## src/logic/dac_write_map.svh

```systemverilog
// Constants for the serial converter write port: frame layout, reset
// values and link timing. Assumes a 100 MHz system clock.
`ifndef DAC_WRITE_MAP_SVH
`define DAC_WRITE_MAP_SVH

`define FRAME_BITS       5'd24
`define CODE_LSB         0
`define CODE_MSB         15
`define MODE_LSB         16
`define MODE_MSB         17
`define CODE_ZERO        16'h0000
`define CODE_MID         16'h8000
`define SYNC_HIGH_NS     33
`define CLK_PERIOD_NS    10
`define SYNC_HIGH_CYC    ((`SYNC_HIGH_NS + `CLK_PERIOD_NS - 1) / `CLK_PERIOD_NS)

`endif

```

## src/logic/dac_write_pkg.sv

```systemverilog
// Types for the serial converter write port.
// Assumes the map header supplies all numeric constants.
package dac_write_pkg;

   // Operating mode taken from the two mode bits of a frame.
   typedef enum logic [1:0] {
      MODE_NORMAL  = 2'h0,
      MODE_PD_1K   = 2'h1,
      MODE_PD_100K = 2'h2,
      MODE_PD_HIZ  = 2'h3
   } op_mode_e;

   // Receiver states, one-hot.
   typedef enum logic [2:0] {
      ST_IDLE  = 3'b001,
      ST_SHIFT = 3'b010,
      ST_DONE  = 3'b100
   } rx_state_e;

endpackage : dac_write_pkg

```

## src/logic/dac_write_port.sv

```systemverilog
// Receive-only three-wire write port of a 16-bit voltage-output converter.
// Assumes frame sync, shift clock and data arrive asynchronously and are
// sampled by MCLK_I, which must run well above twice the shift clock rate.
//
// Operation
// RQ1: Frame opens when frame sync goes low.
// RQ2: Shift one data bit per falling clock.
// RQ3: Execute frame on the 24th falling edge.
// RQ4: Sync may stay low or rise after frame.
// RQ5: Sync high 33 ns; new frame on fall.
// RQ6: Master may idle sync low between frames.
// RQ7: MSB first: six ignored, two mode, sixteen code.
// RQ8: Code is straight binary 0 to 65535.
// RQ9: Master keeps shift clock at most 30 MHz.
// RQ10: Early sync rise discards the frame.
// RQ11: Mode bits select normal or power-down kind.
// RQ12: Power-up code held until first frame.
// RQ13: Power-down leaves stored code unchanged.
// RQ14: Extra clocks ignored until sync re-falls.
`timescale 1ns/1ps

`include "dac_write_map.svh"

module dac_write_port #(
   parameter logic MIDSCALE_AT_RESET = 1'b0
) (
   // System clock and reset.
   input  wire logic        MCLK_I,
   input  wire logic        RST_I,
   // Serial link pins.
   input  wire logic        SYNC_N_I,
   input  wire logic        SCLK_I,
   input  wire logic        DIN_I,
   // Converter state.
   output logic [15:0]      CODE_O,
   output logic [1:0]       MODE_O,
   output logic             POWER_DOWN_O,
   output logic             UPDATE_O,
   output logic             ABORT_O
);

   // Two-flop synchronisers for the three pins.
   logic [2:0] sync1_reg;
   logic [2:0] sync2_reg;
   logic       sclk_prev_reg;
   logic       sync_n_prev_reg;

   always_ff @(posedge MCLK_I) begin
      if (RST_I) begin
         sync1_reg       <= 3'h7;
         sync2_reg       <= 3'h7;
         sclk_prev_reg   <= 1'b1;
         sync_n_prev_reg <= 1'b1;
      end else begin
         sync1_reg       <= {SYNC_N_I, SCLK_I, DIN_I};
         sync2_reg       <= sync1_reg;
         sclk_prev_reg   <= sync2_reg[1];
         sync_n_prev_reg <= sync2_reg[2];
      end
   end

   logic sync_n_s;
   logic sclk_s;
   logic din_s;
   logic sclk_fall;
   logic sync_fall;

   // Edge detection on the second flop only.
   assign sync_n_s  = sync2_reg[2];
   assign sclk_s    = sync2_reg[1];
   assign din_s     = sync2_reg[0];
   assign sclk_fall = sclk_prev_reg & ~sclk_s;
   assign sync_fall = sync_n_prev_reg & ~sync_n_s;

   // Receiver state.
   dac_write_pkg::rx_state_e state_reg, state_next;
   logic [23:0] shift_reg, shift_next;
   logic [4:0]  count_reg, count_next;
   logic [15:0] code_reg, code_next;
   logic [1:0]  mode_reg, mode_next;
   logic        update_reg, update_next;
   logic        abort_reg, abort_next;
   logic [23:0] frame_full;

   // The final bit is merged combinationally so execution happens on the
   // very sample of the 24th falling edge.
   assign frame_full = {shift_reg[22:0], din_s}; // [RQ7]

   // Next-state logic for framing, shifting and execution.
   always_comb begin
      state_next  = state_reg;
      shift_next  = shift_reg;
      count_next  = count_reg;
      code_next   = code_reg;
      mode_next   = mode_reg;
      update_next = 1'b0;
      abort_next  = 1'b0;
      unique case (state_reg)
         dac_write_pkg::ST_IDLE: begin
            if (sync_fall) begin // [RQ1] [RQ5]
               state_next = dac_write_pkg::ST_SHIFT;
               shift_next = 24'h000000;
               count_next = 5'd0;
            end
         end
         dac_write_pkg::ST_SHIFT: begin
            if (sync_n_s) begin
               // Early rise: frame is thrown away, code and mode untouched, ABORT_O pulsed.
               state_next = dac_write_pkg::ST_IDLE; // [RQ10]
               shift_next = 24'h000000;
               count_next = 5'd0;
               abort_next = 1'b1;
            end else if (sclk_fall) begin
               shift_next = frame_full; // [RQ2]
               count_next = count_reg + 5'd1;
               if (count_reg == `FRAME_BITS - 5'd1) begin // [RQ3]
                  // A power-down frame leaves the stored code alone; the normal frame
                  // that ends power-down loads the code that it carries.
                  if (frame_full[`MODE_MSB:`MODE_LSB] == 2'h0) begin
                     code_next = frame_full[`CODE_MSB:`CODE_LSB]; // [RQ8]
                  end else begin
                     code_next = code_reg; // [RQ13]
                  end
                  mode_next   = frame_full[`MODE_MSB:`MODE_LSB]; // [RQ11]
                  update_next = 1'b1;
                  state_next  = dac_write_pkg::ST_DONE;
               end
            end
         end
         dac_write_pkg::ST_DONE: begin
            // Shift clock edges are ignored until sync rises.
            if (sync_n_s) begin // [RQ14] [RQ4]
               state_next = dac_write_pkg::ST_IDLE;
               count_next = 5'd0;
            end
         end
         default: begin
            state_next = dac_write_pkg::ST_IDLE;
         end
      endcase
   end

   // Registers for the receiver; reset presets the output code.
   always_ff @(posedge MCLK_I) begin
      if (RST_I) begin
         state_reg  <= dac_write_pkg::ST_IDLE;
         shift_reg  <= 24'h000000;
         count_reg  <= 5'd0;
         code_reg   <= MIDSCALE_AT_RESET ? `CODE_MID : `CODE_ZERO; // [RQ12]
         mode_reg   <= 2'h0;
         update_reg <= 1'b0;
         abort_reg  <= 1'b0;
      end else begin
         state_reg  <= state_next;
         shift_reg  <= shift_next;
         count_reg  <= count_next;
         code_reg   <= code_next;
         mode_reg   <= mode_next;
         update_reg <= update_next;
         abort_reg  <= abort_next;
      end
   end

   // Outputs straight from registers; POWER_DOWN_O is decoded from mode_reg.
   assign CODE_O       = code_reg;
   assign MODE_O       = mode_reg;
   assign POWER_DOWN_O = (mode_reg != 2'h0); // [RQ11]
   assign UPDATE_O     = update_reg;
   assign ABORT_O      = abort_reg;
endmodule : dac_write_port

```

## config.mk

```make
export PLATFORM = sky130hd
export DESIGN_NAME = dac_write_port
export DESIGN_NICKNAME = d
export VERILOG_FILES = /design/src/logic/dac_write_pkg.sv /design/src/logic/dac_write_port.sv
export VERILOG_INCLUDE_DIRS = /design/src /design/src/logic
export SDC_FILE = /design/constraint.sdc
export NUM_CORES = 1
export LEC_CHECK = 0
export BUFFER_PORTS_ARGS = -buffer_cell sky130_fd_sc_hd__buf_2
export CORE_MARGIN = 10
export CORE_UTILIZATION = 44
export DETAILED_ROUTE_END_ITERATION = 8
export GPL_TIMING_DRIVEN = 0
export HOLD_SLACK_MARGIN = 0.15
export SKIP_LAST_GASP = 1
export SYNTH_ARGS = -nofsm -noshare
export SYNTH_HDL_FRONTEND = slang
export SYNTH_SLANG_ARGS = --single-unit
```

## constraint.sdc

```tcl
create_clock -name MCLK_I -period 2.5 [get_ports MCLK_I]
set_input_delay 0.25 -clock MCLK_I [delete_from_list [all_inputs] [get_ports MCLK_I]]
set_output_delay 0.25 -clock MCLK_I [all_outputs]
set_load 0.1 [all_outputs]
```

==> impl_metrics.tcl <==
set metrics [dict create \
    rows 25 \
    cts_buffer_depth 2 \
    coreArea_um2 4690 \
    initial_core_util_pct 44.9 \
    hold_viol_final 0 \
    synth_nets 227 \
    yosysSeqAreaShare_pct 50.4 \
    critPathTopFamily "simple AND/OR/NAND/NOR gates" \
    grt_use_total_pct 12.2 \
    min_period_over_period_pct 92.1 \
    cts_root_buf "clkbuf_8" \
    diodes 0 \
    path_cells "buf_6 > or4b_1 > buf_2 > or4b_4 > buf_6 > buf_6 > mux2i_1 > nor2_1" \
    syn_area_um2 2100 \
    slew_headroom_pct 33.3 \
    path_common_cell "buf_6" \
    area_delta_synth_final_pct 14.4 \
    skew_ps 5.39 \
    post-route-drc-count 0 \
    grt_max_degree 16 \
    async_flop_share_pct 0 \
    start_kind "flip-flop" \
    end_kind "flip-flop" \
    layout_commonest_cell "dfxtp_1" \
    ir_worst_vdd_uv 364 \
    placed_area_um2 2290 \
    clkSinkCount 53 \
    port_buffers 24 \
    dieArea_um2 7950 \
    ys.flop_type "dfxtp_1" \
    clkLatencyLatePin_ps 300 \
    timing.rr.start "state_reg[2]$_SDFFE_PP0P_" \
    cp_max_fo 10 \
    viasPerCell 5.42 \
    synth_warnings 0 \
    wl_per_cell_um 14.4 \
    fmax_mhz 434 \
    period_minus_slack_ps 2300 \
    hold_path_class "reg -> reg" \
    cp_num_buf_inv 4 \
    ctsHtreeMaxLevel 2 \
    report.final.slew_viol_count 0 \
    nets 261 \
    io_pins 26 \
    p_per_area_nw_per_um2 566 \
    synth_edf_count 0 \
    dr.pass1.iters 4 \
    syn_area_per_cell_um2 9.52 \
    clkTransAtPathRegs_ps 90 \
    final_area_um2 2410 \
    status "finished, final reports clean" \
    fill_cells 472 \
    cp.arrival_ps 2490 \
    grt_pass1_vias 1629 \
    vias 1679 \
    tns_ps 0 \
    gp_congestion 0.824 \
    cts_tree "yes" \
    grt_first_pass_wirelength_um 7730 \
    drive_gt1_share_pct 18.8 \
    slowest_delay_ps 550 \
    cts_buffers 5 \
    min-delay-start "sync1_reg[2]$_SDFF_PP1_" \
    setup-violations-final 0 \
    post_cts_buffers 0 \
    grt_overflow 0 \
    critPathSlowestCell "or4b_4" \
    drtIter0Drc 116 \
    tightest_slew_ps 986 \
    synth_cell_types 32 \
    worstPathRequired_ps 2680 \
    worst-r2r-setup-slack_ps 200 \
    power.leakage_nw 0.974 \
    ys_ff_latch 53 \
    antenna_found_initial 0 \
    drt.antenna.violating_nets 0 \
    drv_cap 0 \
    rsz0062_at_grt "no" \
    die_h_um 89.2 \
    dp_hpwl_um 3150 \
    routed_wl_um 4480 \
    critPathKind "reg -> reg" \
    layout_common_cells "dfxtp_1, a21oi_1, buf_2, nor2_1" \
    cp-startpoint "state_reg[2]$_SDFFE_PP0P_" \
    synthCells 221 \
    largest_register_ffs 17 \
    die_w_um 89.2 \
]
timing repair:
item,CTS,global route
gates resized for setup,0,4
endpoints found under the hold margin,3,0
hold buffers,3,0
setup endpoints to repair,0,10
synth_stat cells, drive strengths merged, types with 2 or more instances:
cell	number	area share (%)
dfxtp	53	50
a21oi	39	9.3
nor2	23	4.2
a211oi	18	6.4
mux2i	18	8.6
clkbuf	11	2.0
or2	9	2.7
buf	5	2.1
nand2	4	0.71
nand2b	4	1.2
nor3	4	0.95
o21ai	4	0.95
a311oi	3	1.2
inv	3	0.54
nor2b	3	0.89
a2111oi	2	0.83
a31oi	2	0.59
nand4	2	0.59
nand4b	2	0.83
nor4b	2	0.83
or4b	2	1.1
cell type report:
cell class | count | area [µm²] | share of cell area [%]
inverter | 3 | 11.3 | 0.468
timing repair buffer | 27 | 150 | 6.23
tap | 54 | 67.6 | 2.81
multi-input combinational | 149 | 947 | 39.3
buffer | 16 | 87.6 | 3.64
sequential | 53 | 1060 | 44.1
clock buffer | 7 | 76.3 | 3.17
clock inverter | 1 | 7.51 | 0.312
power by group:
group	internal (mW)	total, mW	switching (mW)
clock	0.199	0.465	0.266
combinational	0.0161	0.0435	0.0275
sequential	0.850	0.854	0.00451
metrics by stage:
stage | std cells | power, mW | util [%] | setup WS, ps | hold WS (ps)
after floorplan | 221 | 0.901 | - | 316 | 354
after global placement | 299 | 0.914 | 48.9 | 204 | 391
after detailed placement | 299 | 0.915 | 48.9 | 167 | 394
after CTS | 310 | 1.38 | 51.3 | 148 | 418
after global routing | 310 | 1.42 | 51.3 | 47.7 | 425
final | 310 | 1.36 | 51.3 | 197 | 414
kinds of logic (layout without fill, tap and decap cells):
| logic type | count (synthesis) | count (layout) | synth area share [%] |
|---|---|---|---|
| xor+xnor | 1 | 1 | 0.416 |
| flops | 53 | 53 | 50.4 |
| mux | 18 | 18 | 8.56 |
| fa+ha+maj | 1 | 1 | 0.594 |
| buf+inv | 19 | 54 | 4.58 |
| simple gates | 59 | 59 | 15.4 |
| compound gates | 70 | 70 | 20.0 |
layer usage:
layer	global-route usage, %	vias to the layer above	wire length (µm)
met1	15.6	774	2180
li1	-	871	-
met4	4.34	0	65
met5	0	-	0
met2	19.3	28	2070
met3	3.19	6	166
worst reg2reg max path: stages (launching register included):
cell and delay, ps:
dfxtp_1 320, buf_6 120, or4b_1 480, buf_2 190, or4b_4 550, buf_6 160, buf_6 160, mux2i_1 160
nor2_1 50
final timing paths:
check | endpoint | cells past startpoint
max | CODE_O[9]$_SDFFE_PP0P_ | 8
min | sync2_reg[2]$_SDFF_PP1_ | 1
max reg2reg | CODE_O[9]$_SDFFE_PP0P_ | 8
min reg2reg | sync2_reg[2]$_SDFF_PP1_ | 1
Note: power is estimated with default switching activity, not from simulation.
